[src/core/dtc_pkg.sv]
// Package: register map, field layout, reset values and phase constants of the dual timer
package dtc_pkg;
   // Register indices; the byte address on the bus is four times the index
   localparam logic [7:0] IDX_TIMER_CONTROL = 8'h88;
   localparam logic [7:0] IDX_TIMER_MODE = 8'h89;
   localparam logic [7:0] IDX_TIMER_A_COUNT_LOW = 8'h8A;
   localparam logic [7:0] IDX_TIMER_B_COUNT_LOW = 8'h8B;
   localparam logic [7:0] IDX_TIMER_A_COUNT_HIGH = 8'h8C;
   localparam logic [7:0] IDX_TIMER_B_COUNT_HIGH = 8'h8D;
   localparam logic [7:0] IDX_CLOCK_PRESCALE_CONTROL = 8'h8E;
   localparam logic [7:0] IDX_TOGGLE_CONTROL = 8'h90;
   localparam logic [7:0] IDX_IRQ_STATUS = 8'h91;
   localparam logic [7:0] IDX_IRQ_MASK = 8'h92;
   localparam int unsigned ADDR_W = 10;

   // Reset values
   localparam logic [7:0] RST_TIMER_CONTROL = 8'h00;
   localparam logic [7:0] RST_TIMER_MODE = 8'h00;
   localparam logic [7:0] RST_COUNT = 8'h00;
   localparam logic [7:0] RST_CLOCK_PRESCALE_CONTROL = 8'h00;
   localparam logic [1:0] RST_TWO_BITS = 2'h0;

   // Writable bits; the rest read as zero
   localparam logic [7:0] TIMER_CONTROL_WR_MASK = 8'hF0;
   localparam logic [7:0] CLOCK_PRESCALE_WR_MASK = 8'h18;

   // Per-timer field positions, index 0 is timer A, index 1 is timer B
   localparam int TIMER_CONTROL_FLAG_POS [2] = '{5, 7};
   localparam int TIMER_CONTROL_RUN_POS [2] = '{4, 6};
   localparam int TIMER_MODE_BASE [2] = '{0, 4};
   localparam int TIMER_MODE_FUNC_OFS = 2;
   localparam int TIMER_MODE_GATE_OFS = 3;
   localparam int CLOCK_PRESCALE_CONTROL_FAST_POS [2] = '{3, 4};

   // Machine cycle of twelve system clocks
   localparam logic [3:0] MC_LAST_PHASE = 4'hB;
   localparam logic [3:0] UPDATE_PHASE = 4'h2;
   localparam logic [3:0] SAMPLE_PHASE = 4'h3;
   // Fast ticks fall every fourth clock, on the phases whose low bits match update_phase
   localparam logic [1:0] FAST_TICK_PHASE = 2'h2;

   typedef enum logic [1:0] {
      DTC_MODE_13BIT = 2'b00,
      DTC_MODE_16BIT = 2'b01,
      DTC_MODE_RELOAD8 = 2'b10,
      DTC_MODE_SPLIT = 2'b11
   } dtc_mode_t;
endpackage

[src/core/dtc_cnt_if.sv]
// Interface between the control logic and one count unit
interface dtc_cnt_if;
   logic inc_low;
   logic inc_high;
   dtc_pkg::dtc_mode_t mode;
   logic wr_low;
   logic wr_high;
   logic [7:0] wdata;
   logic [7:0] low;
   logic [7:0] high;
   logic ovf_low;
   logic ovf_high;
   modport unit (
      input inc_low, inc_high, mode, wr_low, wr_high, wdata,
      output low, high, ovf_low, ovf_high
   );
   modport ctrl (
      output inc_low, inc_high, mode, wr_low, wr_high, wdata,
      input low, high, ovf_low, ovf_high
   );
endinterface

[src/core/dtc_count_unit.sv]
// One timer's count registers with its four counting modes
module dtc_count_unit (
   input wire logic clk_i,
   input wire logic srst_i,
   dtc_cnt_if.unit cnt
);
   typedef struct packed {
      logic [7:0] low;
      logic [7:0] high;
      logic ovf_low;
      logic ovf_high;
   } dtc_unit_state_t;

   dtc_unit_state_t s;
   dtc_unit_state_t next_s;

   always_comb begin
      logic [5:0] sum5;
      logic [8:0] sum8;
      logic [8:0] sumh;
      logic [16:0] sum16;
      sum5 = {1'b0, s.low[4:0]} + 6'h01;
      sum8 = {1'b0, s.low} + 9'h001;
      sumh = {1'b0, s.high} + 9'h001;
      sum16 = {1'b0, s.high, s.low} + 17'h0_0001;
      next_s = s;
      next_s.ovf_low = 1'b0;
      next_s.ovf_high = 1'b0;
      if (cnt.inc_low) begin
         case (cnt.mode)
            dtc_pkg::DTC_MODE_13BIT: begin
               // Five-bit prescaler in the low register, upper three bits untouched
               next_s.low[4:0] = sum5[4:0];
               if (sum5[5]) begin
                  next_s.high = sumh[7:0];
                  next_s.ovf_low = sumh[8];
               end
            end
            dtc_pkg::DTC_MODE_16BIT: begin
               next_s.low = sum16[7:0];
               next_s.high = sum16[15:8];
               next_s.ovf_low = sum16[16];
            end
            dtc_pkg::DTC_MODE_RELOAD8: begin
               next_s.low = sum8[8] ? s.high : sum8[7:0];
               next_s.ovf_low = sum8[8];
            end
            default: begin
               next_s.low = sum8[7:0];
               next_s.ovf_low = sum8[8];
            end
         endcase
      end
      if (cnt.inc_high) begin
         // Upper byte as its own 8-bit counter in split mode
         next_s.high = sumh[7:0];
         next_s.ovf_high = sumh[8];
      end
      // A software write takes precedence over a count in the same cycle
      if (cnt.wr_low) begin
         next_s.low = cnt.wdata;
      end
      if (cnt.wr_high) begin
         next_s.high = cnt.wdata;
      end
   end

   always_ff @(posedge clk_i) begin
      if (srst_i) begin
         s <= '{low: dtc_pkg::RST_COUNT, high: dtc_pkg::RST_COUNT, ovf_low: 1'b0,
                ovf_high: 1'b0};
      end else begin
         s <= next_s;
      end
   end

   assign cnt.low = s.low;
   assign cnt.high = s.high;
   assign cnt.ovf_low = s.ovf_low;
   assign cnt.ovf_high = s.ovf_high;
endmodule

[src/core/dtc_top.sv]
// Dual 16-bit timer/counter with Avalon-MM register slave
// What this block does
// - two 16-bit counts, each high and low byte
// - overflow toggles the pin when enabled
// - timer ticks at clock over twelve or four
// - counter counts falling edges of own pin
// - pins sampled once per machine cycle, sample_phase
// - edge is high sample then low sample
// - counts update at update_phase, edge next cycle
// - function select is mode bit 2 and 6
// - two-bit mode field per timer
// - prescale bits 3 and 4, zero is divide twelve
// - control and mode registers configure both timers
// - edge counting at most once per 24 clocks
module dtc_top (
   input wire logic clk_i,
   input wire logic srst_i,
   input wire logic [dtc_pkg::ADDR_W-1:0] address_i,
   input wire logic read_i,
   input wire logic write_i,
   input wire logic [31:0] writedata_i,
   input wire logic [3:0] byteenable_i,
   output logic [31:0] readdata_o,
   output logic waitrequest_o,
   output logic irq_o,
   input wire logic timer_a_pin_i,
   output logic timer_a_pin_o,
   output logic timer_a_pin_oe_n_o,
   input wire logic timer_b_pin_i,
   output logic timer_b_pin_o,
   output logic timer_b_pin_oe_n_o,
   input wire logic timer_a_gate_i,
   input wire logic timer_b_gate_i
);
   typedef struct packed {
      logic [3:0] phase;
      logic [7:0] timer_control;
      logic [7:0] timer_mode;
      logic [7:0] clock_prescale_control;
      logic [1:0] toggle_control;
      logic [1:0] irq_status;
      logic [1:0] irq_mask;
      logic [1:0] samp;
      logic [1:0] pend;
      logic [1:0] pin;
      logic [1:0] pin_oe_n;
      logic wait_req;
      logic [7:0] rdata;
      logic irq;
   } dtc_state_t;

   dtc_state_t s;
   dtc_state_t next_s;

   logic acc;
   logic wr_en;
   logic rd_en;
   logic [1:0] pin_in;
   logic [1:0] gate_in;
   logic [1:0] inc_low;
   logic [1:0] inc_high;
   logic [1:0] wr_low;
   logic [1:0] wr_high;
   logic [1:0] ovf_low;
   logic [1:0] ovf_high;
   logic [1:0] ovf_event;
   logic [7:0] cnt_low [2];
   logic [7:0] cnt_high [2];
   logic [7:0] idx_low [2];
   logic [7:0] idx_high [2];

   // Word-aligned hit on a register index
   function automatic logic reg_hit(input logic [dtc_pkg::ADDR_W-1:0] addr,
                                    input logic [7:0] idx);
      reg_hit = (addr[1:0] == 2'h0) && (addr[dtc_pkg::ADDR_W-1:2] == idx);
   endfunction

   // Request is carried out in the cycle where waitrequest is low
   assign acc = (read_i | write_i) & ~s.wait_req;
   assign wr_en = acc & write_i & byteenable_i[0];
   assign rd_en = acc & read_i;
   assign pin_in = {timer_b_pin_i, timer_a_pin_i};
   assign gate_in = {timer_b_gate_i, timer_a_gate_i};
   assign idx_low = '{dtc_pkg::IDX_TIMER_A_COUNT_LOW, dtc_pkg::IDX_TIMER_B_COUNT_LOW};
   assign idx_high = '{dtc_pkg::IDX_TIMER_A_COUNT_HIGH, dtc_pkg::IDX_TIMER_B_COUNT_HIGH};
   assign ovf_event[0] = ovf_low[0];
   // Split mode lends timer A's upper byte to timer B's flag
   assign ovf_event[1] = ovf_low[1] | ovf_high[0];

   genvar gi;
   generate
      for (gi = 0; gi < 2; gi++) begin : g_tmr
         dtc_cnt_if cif();
         dtc_count_unit u_unit (
            .clk_i(clk_i),
            .srst_i(srst_i),
            .cnt(cif.unit)
         );
         assign cif.inc_low = inc_low[gi];
         assign cif.inc_high = inc_high[gi];
         assign cif.mode = dtc_pkg::dtc_mode_t'(s.timer_mode[dtc_pkg::TIMER_MODE_BASE[gi] +: 2]);
         assign cif.wr_low = wr_low[gi];
         assign cif.wr_high = wr_high[gi];
         assign cif.wdata = writedata_i[7:0];
         assign cnt_low[gi] = cif.low;
         assign cnt_high[gi] = cif.high;
         assign ovf_low[gi] = cif.ovf_low;
         assign ovf_high[gi] = cif.ovf_high;
      end
   endgenerate

   // Count enables for both timers
   always_comb begin
      logic [1:0] tick;
      logic [1:0] enable;
      logic [1:0] src;
      logic [1:0] split;
      logic update_now;
      tick = 2'h0;
      enable = 2'h0;
      src = 2'h0;
      split = 2'h0;
      update_now = (s.phase == dtc_pkg::UPDATE_PHASE);
      for (int i = 0; i < 2; i++) begin
         // Fast rate ticks on phases 2, 6, 10; standard rate once per machine cycle
         if (s.clock_prescale_control[dtc_pkg::CLOCK_PRESCALE_CONTROL_FAST_POS[i]]) begin
            tick[i] = (s.phase[1:0] == dtc_pkg::FAST_TICK_PHASE);
         end else begin
            tick[i] = update_now;
         end
         enable[i] = s.timer_control[dtc_pkg::TIMER_CONTROL_RUN_POS[i]]
                     & (~s.timer_mode[dtc_pkg::TIMER_MODE_BASE[i] + dtc_pkg::TIMER_MODE_GATE_OFS]
                        | gate_in[i]);
         if (s.timer_mode[dtc_pkg::TIMER_MODE_BASE[i] + dtc_pkg::TIMER_MODE_FUNC_OFS]) begin
            src[i] = update_now & s.pend[i];
         end else begin
            src[i] = tick[i];
         end
         split[i] = (s.timer_mode[dtc_pkg::TIMER_MODE_BASE[i] +: 2] == dtc_pkg::DTC_MODE_SPLIT);
         wr_low[i] = wr_en & reg_hit(address_i, idx_low[i]);
         wr_high[i] = wr_en & reg_hit(address_i, idx_high[i]);
      end
      // Timer B halts in split mode; timer A's upper byte then runs on B's run bit
      inc_low[0] = enable[0] & src[0];
      inc_low[1] = enable[1] & src[1] & ~split[1];
      inc_high[0] = split[0] & s.timer_control[dtc_pkg::TIMER_CONTROL_RUN_POS[1]] & tick[0];
      inc_high[1] = 1'b0;
   end

   // Register file, sampling, flags and bus handshake
   always_comb begin
      logic [7:0] rval;
      rval = 8'h00;
      next_s = s;

      next_s.phase = (s.phase == dtc_pkg::MC_LAST_PHASE) ? 4'h0 : s.phase + 4'h1;

      // One sample per machine cycle; edge needs a high sample then a low one
      if (s.phase == dtc_pkg::SAMPLE_PHASE) begin
         next_s.samp = pin_in;
         for (int i = 0; i < 2; i++) begin
            if (s.samp[i] & ~pin_in[i]) begin
               next_s.pend[i] = 1'b1;
            end
         end
      end else if (s.phase == dtc_pkg::UPDATE_PHASE) begin
         // Edge caught last machine cycle is spent at this update phase
         next_s.pend = 2'h0;
      end

      // Software writes
      if (wr_en) begin
         if (reg_hit(address_i, dtc_pkg::IDX_TIMER_CONTROL)) begin
            next_s.timer_control = writedata_i[7:0] & dtc_pkg::TIMER_CONTROL_WR_MASK;
         end
         if (reg_hit(address_i, dtc_pkg::IDX_TIMER_MODE)) begin
            next_s.timer_mode = writedata_i[7:0];
         end
         if (reg_hit(address_i, dtc_pkg::IDX_CLOCK_PRESCALE_CONTROL)) begin
            next_s.clock_prescale_control = writedata_i[7:0]
                                            & dtc_pkg::CLOCK_PRESCALE_WR_MASK;
         end
         if (reg_hit(address_i, dtc_pkg::IDX_TOGGLE_CONTROL)) begin
            next_s.toggle_control = writedata_i[1:0];
         end
         if (reg_hit(address_i, dtc_pkg::IDX_IRQ_MASK)) begin
            next_s.irq_mask = writedata_i[1:0];
         end
      end

      // Reading status clears only the bits that were returned
      if (rd_en && reg_hit(address_i, dtc_pkg::IDX_IRQ_STATUS)) begin
         next_s.irq_status = s.irq_status & ~s.rdata[1:0];
      end

      // Hardware set wins over a software clear in the same cycle
      for (int i = 0; i < 2; i++) begin
         if (ovf_event[i]) begin
            next_s.timer_control[dtc_pkg::TIMER_CONTROL_FLAG_POS[i]] = 1'b1;
            next_s.irq_status[i] = 1'b1;
            if (s.toggle_control[i]) begin
               next_s.pin[i] = ~s.pin[i];
            end
         end
      end
      next_s.pin_oe_n = ~next_s.toggle_control;
      next_s.irq = |(next_s.irq_status & next_s.irq_mask);

      // Read mux; unmapped addresses read zero
      if (address_i[1:0] == 2'h0) begin
         case (address_i[dtc_pkg::ADDR_W-1:2])
            dtc_pkg::IDX_TIMER_CONTROL: rval = s.timer_control;
            dtc_pkg::IDX_TIMER_MODE: rval = s.timer_mode;
            dtc_pkg::IDX_TIMER_A_COUNT_LOW: rval = cnt_low[0];
            dtc_pkg::IDX_TIMER_B_COUNT_LOW: rval = cnt_low[1];
            dtc_pkg::IDX_TIMER_A_COUNT_HIGH: rval = cnt_high[0];
            dtc_pkg::IDX_TIMER_B_COUNT_HIGH: rval = cnt_high[1];
            dtc_pkg::IDX_CLOCK_PRESCALE_CONTROL: rval = s.clock_prescale_control;
            dtc_pkg::IDX_TOGGLE_CONTROL: rval = {6'h00, s.toggle_control};
            dtc_pkg::IDX_IRQ_STATUS: rval = {6'h00, s.irq_status};
            dtc_pkg::IDX_IRQ_MASK: rval = {6'h00, s.irq_mask};
            default: rval = 8'h00;
         endcase
      end

      // Waitrequest drops for one cycle, one cycle after a request appears
      if (acc) begin
         next_s.wait_req = 1'b1;
      end else if ((read_i | write_i) & s.wait_req) begin
         next_s.wait_req = 1'b0;
         next_s.rdata = read_i ? rval : 8'h00;
      end
   end

   always_ff @(posedge clk_i) begin
      if (srst_i) begin
         s <= '{phase: 4'h0,
                timer_control: dtc_pkg::RST_TIMER_CONTROL,
                timer_mode: dtc_pkg::RST_TIMER_MODE,
                clock_prescale_control: dtc_pkg::RST_CLOCK_PRESCALE_CONTROL,
                toggle_control: dtc_pkg::RST_TWO_BITS,
                irq_status: dtc_pkg::RST_TWO_BITS,
                irq_mask: dtc_pkg::RST_TWO_BITS,
                samp: dtc_pkg::RST_TWO_BITS,
                pend: dtc_pkg::RST_TWO_BITS,
                pin: dtc_pkg::RST_TWO_BITS,
                pin_oe_n: 2'h3,
                wait_req: 1'b1,
                rdata: 8'h00,
                irq: 1'b0};
      end else begin
         s <= next_s;
      end
   end

   assign readdata_o = {24'h00_0000, s.rdata};
   assign waitrequest_o = s.wait_req;
   assign irq_o = s.irq;
   assign timer_a_pin_o = s.pin[0];
   assign timer_b_pin_o = s.pin[1];
   assign timer_a_pin_oe_n_o = s.pin_oe_n[0];
   assign timer_b_pin_oe_n_o = s.pin_oe_n[1];
endmodule

[config.mk]
export PLATFORM = sky130hd
export DESIGN_NAME = dtc_top
export DESIGN_NICKNAME = d
export VERILOG_FILES = /design/src/core/dtc_pkg.sv /design/src/core/dtc_cnt_if.sv /design/src/core/dtc_count_unit.sv /design/src/core/dtc_top.sv
export SDC_FILE = /design/constraint.sdc
export NUM_CORES = 1
export LEC_CHECK = 0
export BUFFER_PORTS_ARGS = -buffer_cell sky130_fd_sc_hd__buf_4
export CAP_MARGIN = 10
export CORE_UTILIZATION = 57
export CTS_CLUSTER_DIAMETER = 40
export DETAILED_ROUTE_END_ITERATION = 8
export PLACE_DENSITY_LB_ADDON = 0.2
export SYNTH_ARGS = -nofsm -noshare
export SYNTH_HDL_FRONTEND = slang
export SYNTH_SLANG_ARGS = --single-unit
[constraint.sdc]
create_clock -name clk_i -period 2.3 [get_ports clk_i]
set_input_delay 0.115 -clock clk_i [delete_from_list [all_inputs] [get_ports clk_i]]
set_output_delay 0.115 -clock clk_i [all_outputs]
set_load 0.01 [all_outputs]
Word level (Yosys, flattened, before mapping)
Cells that the tools add are included.

word-level totals
  bits in registers = 77
  bits in latches = 0
  memory bits (writable) = 0
  bits in read-only memories = 0
  input bits = 54
  word-level logic and storage cells = 189
  memories kept = 0

cells by class
  $add $sub $neg = 9
  multipliers = 0
  divide/modulo/power cells = 0
  magnitude comparators = 0
  eq/ne operators = 26
  shift operators = 0
  multiplexer cells = 42
  bitwise gates (word level) = 40
  reductions and logical operators = 45

operators by type and width
  operator               count
  $mux 8                 11
  $eq 8x8->1 const B     10
  $pmux 8 s10            1
  $add 8x1->9 const B    4
  $add 16x1->17 const B  2
  $mux 17                2
  $pmux 8 s2             2
  $pmux 5 s3             2
  $mux 26                1
  $reduce_and 2->1       12
  $and 1x1->1            20
  $mux 9                 2
  $pmux 3 s3             2
  $reduce_bool 2->1      8
  $add 5x1->6 const B    2
  $mux 2                 6
  $not 1->1              12
  $reduce_or 2->1        6
  $logic_and 1x1->1      11
  $eq 2x2->1 const B     5
  $mux 1                 10
  $eq 4x2->1 const B     2
  $logic_not 2->1        3
  $reduce_and 3->1       2
  14 further kinds       24

Depth between registers and ports, before layout
Gate-level depths: netlist of run 1.

  depth after elaboration = 8
  gate-level depth with buffers = 9
  depth with buffers taken out = 8

Hierarchy
A second synthesis of run 1 with hierarchy kept.

second synthesis, totals
  cell total of the unflattened synthesis = 677
  area total of the unflattened synthesis = 5569.1 um^2

modules (own cells, without submodules)
  module          times used  cells an instance  area an instance (um^2)  sequential area each (um^2)
  dtc_count_unit  2           183                1483.9                   360.3
  dtc_top         1           311                2601.2                   840.8

Worst setup path after synthesis of run 1
Ideal clock, no wire load.

  kind = reg2reg
  start point = reg s (netlist bit g_tmr[0].cif.mode[1])
  end point = reg g_tmr[0].u_unit.s (netlist bit g_tmr[0].u_unit.cnt.high[5])
  setup time = 88 ps
  arrival time = 1827 ps
  slack = 384 ps
  stages on the path, launching flop included = 10
  path buffers = 1
  path through = dfxtp_1 > inv_1 > ha_1 > buf_2 > inv_1 > o22ai_2 > nor3b_2 > nand3_1 > a211o_1 > a311oi_2

between the ends
  longest elaborated chain between the ends = 5
  elaborated cells between the ends (all ways) = 13
  classes of those cells = eq/ne: 3; mux: 4; bitwise: 2; reduce/logical: 4

RTL lines
  element                                               line                                  text
  from (decl)                                           dtc_top.sv:52                         dtc_state_t s;
  from (signal assigned)                                dtc_top.sv:237                        s <= '{phase: 4'h0,
  from (signal assigned)                                dtc_top.sv:252                        s <= next_s;
  $eq 2x2->1 (tied with other cells)                    dtc_top.sv:139                        split[i] = (s.timer_mode[dtc_pkg::TIMER_MODE_BASE[i] +: 2] == dtc_pkg::DTC_MODE_SPLIT);
  $and 1x1->1 or $pmux 8 s2 (tied branches)             dtc_top.sv:146, dtc_count_unit.sv:30
  $and 1x1->1 or $mux 17 (tied branches)                dtc_top.sv:146, dtc_count_unit.sv:29
  $ne 4x3->1 (no line) (tied with other cells)          -
  $reduce_and 3->1 (no line) or $mux 8 (tied branches)  -
  to (signal assigned)                                  dtc_count_unit.sv:70                  s <= '{low: dtc_pkg::RST_COUNT, high: dtc_pkg::RST_COUNT, ovf_low: 1'b0,
  to (signal assigned)                                  dtc_count_unit.sv:73                  s <= next_s;
  to (decl)                                             dtc_count_unit.sv:14                  dtc_unit_state_t s;

Parallel ways exist; a longest one is shown, timed or not. The select of a mux whose other input is x is not followed.
A chain may end at the register's enable or synchronous reset.

Worst setup path in the final report of run 1
  start point = reg s[48] in the netlist's numbering
  end point = reg g_tmr[1].u_unit.s (netlist bit g_tmr[1].u_unit.cnt.low[5])

between the ends
  longest elaborated chain between the ends = 7
  elaborated cells between the ends (all ways) = 9
  classes of those cells = eq/ne: 2; mux: 2; bitwise: 3; reduce/logical: 2

RTL lines
  element                                   line                            text
  $eq 4x2->1 or $eq 2x2->1 (tied branches)  dtc_top.sv:123, dtc_top.sv:127
  $mux 1 or $and 1x1->1 (tied branches)     dtc_top.sv:126, dtc_top.sv:135
  $mux 1 *                                  dtc_top.sv:134                  if (s.timer_mode[dtc_pkg::TIMER_MODE_BASE[i] + dtc_pkg::TIMER_MODE_FUNC_OFS]) begin
  $and 1x1->1 * (2 in series)               dtc_top.sv:145                  inc_low[1] = enable[1] & src[1] & ~split[1];
  $reduce_bool 2->1 (no line) *             -
  $reduce_and 2->1 (no line) *              -
  to (signal assigned)                      dtc_count_unit.sv:70
  to (signal assigned)                      dtc_count_unit.sv:73
  to (decl)                                 dtc_count_unit.sv:14

Every way passes the cells marked *; elsewhere a longest branch is shown, timed or not.

==> metrics.yaml, run 1 <==
status:
  outcome: "complete, but fails checks"
  violations: "design-rule violations"
grt:
  grt_pass1_vias: 4855
  grt.met1_usage: 0.4545
  grtUsageMet2: 0.5130
  grtUsageMet3: 0.05082
  grt_usage: 0.3297
  antenna_found_initial: 0
  grt_overflow: 0
  grt_max_degree: 73
  grt_pass1_wl_mm: 24.97
  grt-busiest-layer: "met2"
sta:
  slew-limit-headroom: 0.4682
  fin_tns_setup_ns: 0
  grt_setup_unrepaired: "no"
  clock_skew_ns: 0.01506
  setup_viol: 0
  whs_ns: 0.02512
  final-hold-violation-count: 0
  worst_slew_pin_slew_ns: 0.7977
  fin_crit_ns: 2.198
  maxSlewViolCount: 0
  fmax_mhz: 455.0
  period_share: 0.9556
final_layout:
  area_delta_synth_final_pct: 9.645
  multi_input_area_sq_um: 3337
  fin_cells: 811
  seqCellArea_sq_um: 1541
  fin_nets: 766
  final_core_util: 0.6558
  fillCellCount: 768
  diodes: 0
  drive_gt1_frac: 0.1693
placement:
  hpwl_mm: 11.34
  numPortBuffers: 40
  place_congestion: 0.9634
  post-place-cells: 793
logic_synthesis:
  synth_most_common_cell: "nor2_1"
  ys_ff_latch: 77
  ys_seq_area_frac: 0.2913
  synth-edff-count: 0
  synth.distinct_cells: 83
  async_reset_ff_frac: 0
  synth.top_cells.by_area: "dfxtp_1, mux2i_1, nor2_1"
  synth_top_cell_by_area: "dfxtp_1"
  synthFlopType: "dfxtp_1"
  syn_avg_cell_area_sq_um: 8.031
  synth_cells: 659
  synth_top_area_frac: 0.2913
  yosysWarnings: 0
  yosys-top-cells-count: "nor2_1, dfxtp_1, nand2_1, a21oi_1, buf_4"
  netlist_area_sq_um: 5293
drt:
  drt-initial-drc-count: 453
  wl_per_cell_um: 19.19
  viasPerCell: 6.326
  vias: 5130
  postRouteAntennaNets: 0
  wirelength_mm: 15.56
  drc: 9
  firstDrtPassIters: 9
cts:
  cts_buffers: 9
  cts_setup_buffers: 0
  clockRootBuffer: "clkbuf_8"
  path_clk_slew_ns: 0.10
  clock-sinks: 77
  clockBufferDepth: 2
  cts_tree: "yes"
  h-tree-depth: 3
  insertion_delay_ns: 0.37
die:
  io_pins: 92
  dieArea_sq_um: 9675
  core_area_sq_um: 8848
  initial_core_util: 0.5981
  die_y_um: 98.36
  die-width_um: 98.36
  fp-row-count: 34
hold_path:
  hp-class: "input port to flip-flop"
worst_setup_path:
  crit_type: "flip-flop to flip-flop"
  cp-end-kind: "flip-flop"
  crit_path_start_kind: "flip-flop"
  cp.required_ns: 2.52
  arrival_ns: 2.42
  path_max_fanout: 15
flow_run:
  maxCapViolations: 0
power_and_ir_drop:
  p_leak_nw: 2.080
  p_per_area_nw_per_um2: 444.0
  peakVddDrop_mv: 0.3119
-- stage by stage --
| step | setup WS, ns | power (mW) | area (sq um) |
|---|---|---|---|
| after detailed placement | 0.1299 | 1.566 | 5580 |
| final | 0.1020 | 2.577 | 5803 |
| after global placement | 0.1843 | 1.563 | 5580 |
| after global routing | 0.001820 | 2.658 | 5803 |
| after floorplan | 0.3845 | 1.516 | 5379 |
| after CTS | 0.09379 | 2.576 | 5788 |
-- cells in the final DEF (no fill, tap or decap), drive strengths merged, types with 5 or more instances in the layout --
| master | netlist | final |
|---|---|---|
| or2 | 5 | 5 |
| inv | 25 | 29 |
| nand3b | 5 | 5 |
| nand4 | 10 | 10 |
| nand2 | 51 | 51 |
| buf | 45 | 65 |
| nand3 | 31 | 31 |
| a211oi | 21 | 21 |
| and3 | 14 | 14 |
| o211ai | 5 | 5 |
| mux2 | 6 | 6 |
| xnor2 | 6 | 6 |
| clkbuf | 16 | 9 |
| conb | 1 | 24 |
| dfxtp | 77 | 77 |
| xor2 | 12 | 12 |
| a21oi | 36 | 36 |
| nor2b | 7 | 7 |
| nor4 | 9 | 9 |
| a31oi | 11 | 11 |
| o21ai | 29 | 29 |
| nor3 | 22 | 22 |
| ha | 14 | 14 |
| nand2b | 9 | 9 |
| mux2i | 31 | 31 |
| a22oi | 6 | 6 |
| nor2 | 86 | 86 |
-- timing repair --
| action | 4_1_cts | 5_1_grt |
|---|---|---|
| hold endpoints to repair | 2 | 0 |
| hold buffers | 2 | 0 |
| endpoints found under the setup margin | 0 | 9 |
| resized for setup | 0 | 3 |
-- final cells by class --
class / count / share of cell area
Clock inverter: 7 / 0.01100
Tap cell: 108 / 0.02329
Timing Repair Buffer: 67 / 0.08754
Inverter: 25 / 0.01617
Clock buffer: 9 / 0.02135
Multi-Input combinational cell: 518 / 0.5750
Sequential cell: 77 / 0.2656
-- state kept, by name, summed over array words and instances (netlist names), 2 cells and up --
register,cells
s,24
g_tmr.u_unit.cnt.low,16
g_tmr.cif.mode,4
g_tmr.u_unit.cnt.high,16
g_tmr.u_unit.cnt.ovf_low,2
readdata_o,8
-- path summary, 6_finish.rpt --
| check | start | end | slack, ns | cells past startpoint |
|---|---|---|---|---|
| hold / removal | read_i | waitrequest_o | 0.03 | 3 |
| hold reg to reg | readdata_o[5] | readdata_o[5] | 0.47 | 2 |
| setup / recovery | s[48] | g_tmr[1].u_unit.cnt.low[5] | 0.10 | 8 |
| setup reg to reg | s[48] | g_tmr[1].u_unit.cnt.low[5] | 0.10 | 8 |
-- logic make-up (layout without fill, tap and decap cells) --
group / Yosys count / after routing / share of synthesized area
AND/OR/NAND/NOR: 267 / 267 / 0.2591
AO/OA/AOI/OAI: 156 / 156 / 0.2087
buffers and inverters: 87 / 108 / 0.09740
flip-flops: 77 / 77 / 0.2913
multiplexers: 39 / 39 / 0.07990
XOR/XNOR: 18 / 18 / 0.02979
adder cells (fa/ha/maj): 14 / 14 / 0.03310
other: 1 / 24 / 0.0007085
-- per-layer routing --
layer	routed length, um	up-vias	part of all wire
met5	0	-	0
met4	459	0	0.029
met3	1387	50	0.089
met2	6929	269	0.45
met1	6785	2397	0.44
li1	-	2414	-
-- worst max-delay path, cell delays in order (launching register included) --
cell     delay (ns)
dfxtp_1        0.35
inv_1          0.06
ha_1           0.27
nand3_1        0.19
nor4_4         0.27
buf_4          0.25
nand2_1        0.13
nor4_1         0.42
nor4_1         0.09
-- power by group --
part | switching, mW | internal, mW | leakage (nW) | total, mW
clock network | 0.617 | 0.417 | 0.0903 | 1.03
logic | 0.134 | 0.0620 | 1.37 | 0.196
registers | 0.00792 | 1.34 | 0.621 | 1.35
Note: power is estimated with default switching activity, not from simulation.
==> inputs of run 2 (changes only) <==
--- a/config.mk
+++ b/config.mk
@@ -7,6 +7,7 @@
 export LEC_CHECK = 0
 export BUFFER_PORTS_ARGS = -buffer_cell sky130_fd_sc_hd__buf_4
 export CAP_MARGIN = 10
+export CORE_ASPECT_RATIO = 0.8
 export CORE_UTILIZATION = 57
 export CTS_CLUSTER_DIAMETER = 40
 export DETAILED_ROUTE_END_ITERATION = 8
==> run 2 against run 1 <==
The run now ends clean. Design area increased by 1.6%. Count of clock-buffer cells in the layout unchanged. Worst hold slack about the same. Critical path depth unchanged. Die area about the same. Sequential cell count is the same. Utilization fell by 0.37 points. Total power rose by 14%. Maximum frequency up 1.7%. Combinational power about the same. Sequential share of layout area down 0.41 points. Routed wire length increased by 2.9%.
==> metrics.yaml, run 2 (synthesis results as in run 1) <==
drt:
  wl_met2_mm: 6.682
  drc: 0
  postRouteAntennaNets: 0
  vias: 5184
  m1WireLength_mm: 6.971
  drt-initial-drc-count: 448
  viasPerCell: 6.345
  wl_met3_mm: 1.942
  wl_per_cell_um: 19.59
  wirelength_mm: 16.01
  firstDrtPassIters: 6
  top_layer_used: "met4"
cts:
  cts_buffers: 9
  clockRootBuffer: "clkbuf_16"
  clock-sinks: 77
  cts_hold_buf: 0
  cts_tree: "yes"
  h-tree-depth: 3
  path_clk_slew_ns: 0.07
  insertion_delay_ns: 0.35
  clockBufferDepth: 2
die:
  core_area_sq_um: 9037
  dieArea_sq_um: 9677
  die-width_um: 109.7
  fp-row-count: 31
  io_pins: 92
  initial_core_util: 0.5856
  die_y_um: 88.19
final_layout:
  regMostFlops: "s"
  final_common_cell: "nor2_1"
  largest_register_ffs: 24
  final_core_util: 0.6521
  diodes: 0
  postLayoutCellArea_sq_um: 5893
  fin_cells: 817
  fin_nets: 765
  layout_common_cells: "nor2_1, dfxtp_1, buf_4"
  area_delta_synth_final_pct: 11.35
  drive_gt1_frac: 0.1695
placement:
  dp_worst_setup_slack_ns: 0.1734
  hpwl_mm: 11.74
  place_congestion: 0.9784
  numPortBuffers: 40
  post-place-cells: 801
  dpl-instance-area_sq_um: 5597
worst_setup_path:
  slowest_delay_ns: 0.34
  crit_type: "flip-flop to flip-flop"
  cp-end-kind: "flip-flop"
  cpMostUsedCell: "nand3_1"
  crit_family: "compound AO/OA/AOI/OAI gates"
  cp.required_ns: 2.56
  crit_path_start_kind: "flip-flop"
  arrival_ns: 2.42
  slowest_stage: "dfxtp_1"
  cp_cell_sequence: "inv_1 -> ha_1 -> nand3_1 -> o22ai_2 -> nor3b_4 -> nand3_1 -> a211o_1 -> a311oi_2"
  path_buf_inv: 1
  path_max_fanout: 7
sta:
  clock_skew_ns: 0.01022
  fmax_mhz: 462.6
  grt_setup_unrepaired: "no"
  fin_tns_setup_ns: 0
  period_share: 0.9398
  final-hold-violation-count: 0
  setup_viol: 0
  fin_ws_ns: 0.1385
  whs_ns: 0.02499
  fin_crit_ns: 2.162
  worst_slew_pin_slew_ns: 0.6108
  slew-limit-headroom: 0.5903
  maxSlewViolCount: 0
grt:
  grt_pass1_vias: 4554
  antenna_found_initial: 0
  grt_overflow: 0
  grt_max_degree: 51
  grt_usage: 0.3432
  grt_pass1_wl_mm: 24.50
hold_path:
  hp-class: "input port to flip-flop"
status:
  outcome: "completed"
power_and_ir_drop:
  p_leak_nw: 2.126
  p_per_area_nw_per_um2: 499.7
  finalPower_mw: 2.945
  peakVddDrop_mv: 0.4570
flow_run:
  maxCapViolations: 0
## run 2: worst min-delay path: cells and delay by family
kind / cells / cell delay, ns
buf+inv: 1 / 0.08
mux: 1 / 0.06
simple gates: 1 / 0.08
## run 2: worst paths after layout
kind / startpoint / endpoint / slack (ns) / cells past startpoint
worst max-delay path: g_tmr[0].cif.mode[0] / g_tmr[0].u_unit.cnt.high[5] / 0.14 / 8
worst min-delay path: timer_b_pin_i / s[17] / 0.02 / 3
worst max register to register: g_tmr[0].cif.mode[0] / g_tmr[0].u_unit.cnt.high[5] / 0.14 / 8
worst min register to register: readdata_o[4] / readdata_o[4] / 0.47 / 2
## run 2: timing repair
action / CTS / global route
setup endpoints to repair: 0 / 1
buffers inserted: 0 / 0
gates resized for setup: 0 / 1
## run 2: cell type report
class                           instances  area [sq um]
Clock inverter                          7         65.06
Clock buffer                            9         225.2
Sequential cell                        77          1541
Multi-Input combinational cell        518          3328
Inverter                               25         93.84
Tap cell                              115         143.9
Timing Repair Buffer                   66         495.5
Fill cell                             805          3144
## run 2: metal layers
layer | up-vias | global-route usage
met5 | - | 0
met4 | 0 | 0.1224
met2 | 321 | 0.5043
met3 | 43 | 0.09747
li1 | 2423 | -
met1 | 2397 | 0.4786
## run 2: power by group
group / switching (mW) / internal [mW] / total, mW / leakage [nW]
clock network: 0.643 / 0.758 / 1.40 / 0.140
logic: 0.135 / 0.0609 / 0.196 / 1.36
registers: 0.00763 / 1.34 / 1.35 / 0.621
==> inputs of run 3 (changes only) <==
--- a/config.mk
+++ b/config.mk
@@ -5,13 +5,15 @@
 export SDC_FILE = /design/constraint.sdc
 export NUM_CORES = 1
 export LEC_CHECK = 0
+export ABC_AREA = 1
 export BUFFER_PORTS_ARGS = -buffer_cell sky130_fd_sc_hd__buf_4
 export CAP_MARGIN = 10
 export CORE_ASPECT_RATIO = 0.8
-export CORE_UTILIZATION = 57
+export CORE_UTILIZATION = 58
 export CTS_CLUSTER_DIAMETER = 40
 export DETAILED_ROUTE_END_ITERATION = 8
 export PLACE_DENSITY_LB_ADDON = 0.2
 export SYNTH_ARGS = -nofsm -noshare
 export SYNTH_HDL_FRONTEND = slang
+export SYNTH_HIERARCHICAL = 1
 export SYNTH_SLANG_ARGS = --single-unit
==> run 3 against run 2 <==
Non-clock buffer count is 6 lower. Critical path type unchanged. First-iteration DRC count is 84% higher. Global-route usage is 0.65 points lower. Largest cell class unchanged. Sequential power hardly changed. Count of clock-buffer cells in the layout is 2 higher.
==> metrics.yaml, run 3 <==
logic_synthesis:
  yosysWarnings: 6
  syn_avg_cell_area_sq_um: 6.367
  netlist_area_sq_um: 5966
  synth_cells: 937
final_layout:
  final_common_cell: "nand2_1"
  fin_nets: 1053
  multi_input_area_sq_um: 3752
  regMostFlops: "s"
  drive_gt1_frac: 0.1498
  seqCellArea_sq_um: 1541
  layout_common_cells: "nand2_1, nor2_1, inv_1"
  fillCellCount: 915
  fin_cells: 1124
  area_delta_synth_final_pct: 11.58
  diodes: 0
  largest_register_ffs: 24
power_and_ir_drop:
  p_per_area_nw_per_um2: 477.8
  peakVddDrop_mv: 0.4519
  intPower_mw: 2.388
  pwr-share-clk: 0.484
  p_sw_frac: 0.2491
  power_frac_seq: 0.430
  p_leak_nw: 2.872
  p_sw_mw: 0.7921
  combPwrFrac: 0.085
worst_setup_path:
  cp-end-kind: "flip-flop"
  crit_type: "flip-flop to flip-flop"
  arrival_ns: 2.35
  path_max_fanout: 12
  crit_path_start_kind: "flip-flop"
  cp.required_ns: 2.51
grt:
  grt_pass1_wl_mm: 28.02
  grt_overflow: 0
  grt_max_degree: 32
  grt_pass1_vias: 5598
  grt_usage: 0.3367
  antenna_found_initial: 0
placement:
  hpwl_mm: 12.72
  numPortBuffers: 40
  post-place-cells: 1108
  place_congestion: 0.9508
drt:
  firstDrtPassIters: 6
  wl_met3_mm: 1.603
  postRouteAntennaNets: 0
  wirelength_mm: 17.39
  drt-initial-drc-count: 824
  m1WireLength_mm: 7.977
  drc: 0
  wl_per_cell_um: 15.47
  viasPerCell: 5.634
  top_layer_used: "met4"
  wl_met2_mm: 7.300
  vias: 6333
die:
  io_pins: 92
  fp-row-count: 32
  dieArea_sq_um: 10700
  die_y_um: 92.71
  die-width_um: 115.4
  core_area_sq_um: 9809
  initial_core_util: 0.6082
sta:
  grt_setup_unrepaired: "no"
  fmax_mhz: 468.2
  fin_tns_setup_ns: 0
  setup_viol: 0
  worst_slew_pin_slew_ns: 0.6131
  clock_skew_ns: 0.01141
  period_share: 0.9286
  fin_crit_ns: 2.136
  maxSlewViolCount: 0
  final-hold-violation-count: 0
  slew-limit-headroom: 0.5898
cts:
  cts.repair.resized: 0
  insertion_delay_ns: 0.34
  cts_tree: "yes"
  cts_setup_buffers: 0
  h-tree-depth: 3
  path_clk_slew_ns: 0.06
  clockBufferDepth: 2
  clockRootBuffer: "clkbuf_16"
  clock-sinks: 77
  cts_buffers: 9
  cts_hold_buf: 0
status:
  outcome: "completed"
hold_path:
  hp-class: "input port to flip-flop"
flow_run:
  maxCapViolations: 0
[run 3: critical path: stages, from the launching register on]
cell,delay [ns]
dfxtp_1,0.46
inv_1,0.10
ha_1,0.26
inv_1,0.36
nand3_1,0.17
a21oi_1,0.32
o21ai_0,0.14
nand2_1,0.11
a21oi_1,0.08
[run 3: layout make-up]
cell class,instances,area share
clock buffers,11,0.03496
clock inverters,5,0.01278
inverters,113,0.06372
multi-input cells,722,0.5637
flip-flops and latches,77,0.2316
well taps,136,0.02556
repair buffers,60,0.06767
[run 3: layer usage]
layer | track usage | up-vias
li1 | - | 3141
met3 | 0.07461 | 40
met1 | 0.4806 | 2847
met5 | 0 | -
met4 | 0.1115 | 0
met2 | 0.4960 | 305
[run 3: power groups by stage]
stage               logic (mW)  registers [mW]  clock network (mW)
global route             0.295            1.37                1.62
global placement         0.260            1.40                   0
CTS                      0.264            1.37                1.55
floorplan                0.185            1.40                   0
detailed placement       0.262            1.40                   0
finish                   0.271            1.37                1.54
[run 3: per-stage QoR]
stage	power [mW]	worst slack [ns]	utilization	hold WS, ns	instance area, sq um
after CTS	3.180	0.1968	0.6781	0.04735	6651
after floorplan	1.580	0.1831	-	0.2641	6075
after detailed placement	1.660	0.2088	0.6457	0.4058	6334
after global routing	3.291	0.04137	0.6786	0.06393	6656
final	3.180	0.1642	0.6786	0.05475	6656
after global placement	1.657	0.2296	0.6457	0.3996	6334
[run 3: worst paths after layout]
check                           slack, ns                    endpoint  cells after the start            startpoint
worst max-delay path                 0.16  g_tmr[1].u_unit/cnt.low[1]                      8  g_tmr[1].cif.mode[1]
worst min-delay path                 0.05                       s[16]                      3         timer_a_pin_i
worst max register to register       0.16  g_tmr[1].u_unit/cnt.low[1]                      8  g_tmr[1].cif.mode[1]
worst min register to register       0.46               readdata_o[6]                      2         readdata_o[6]
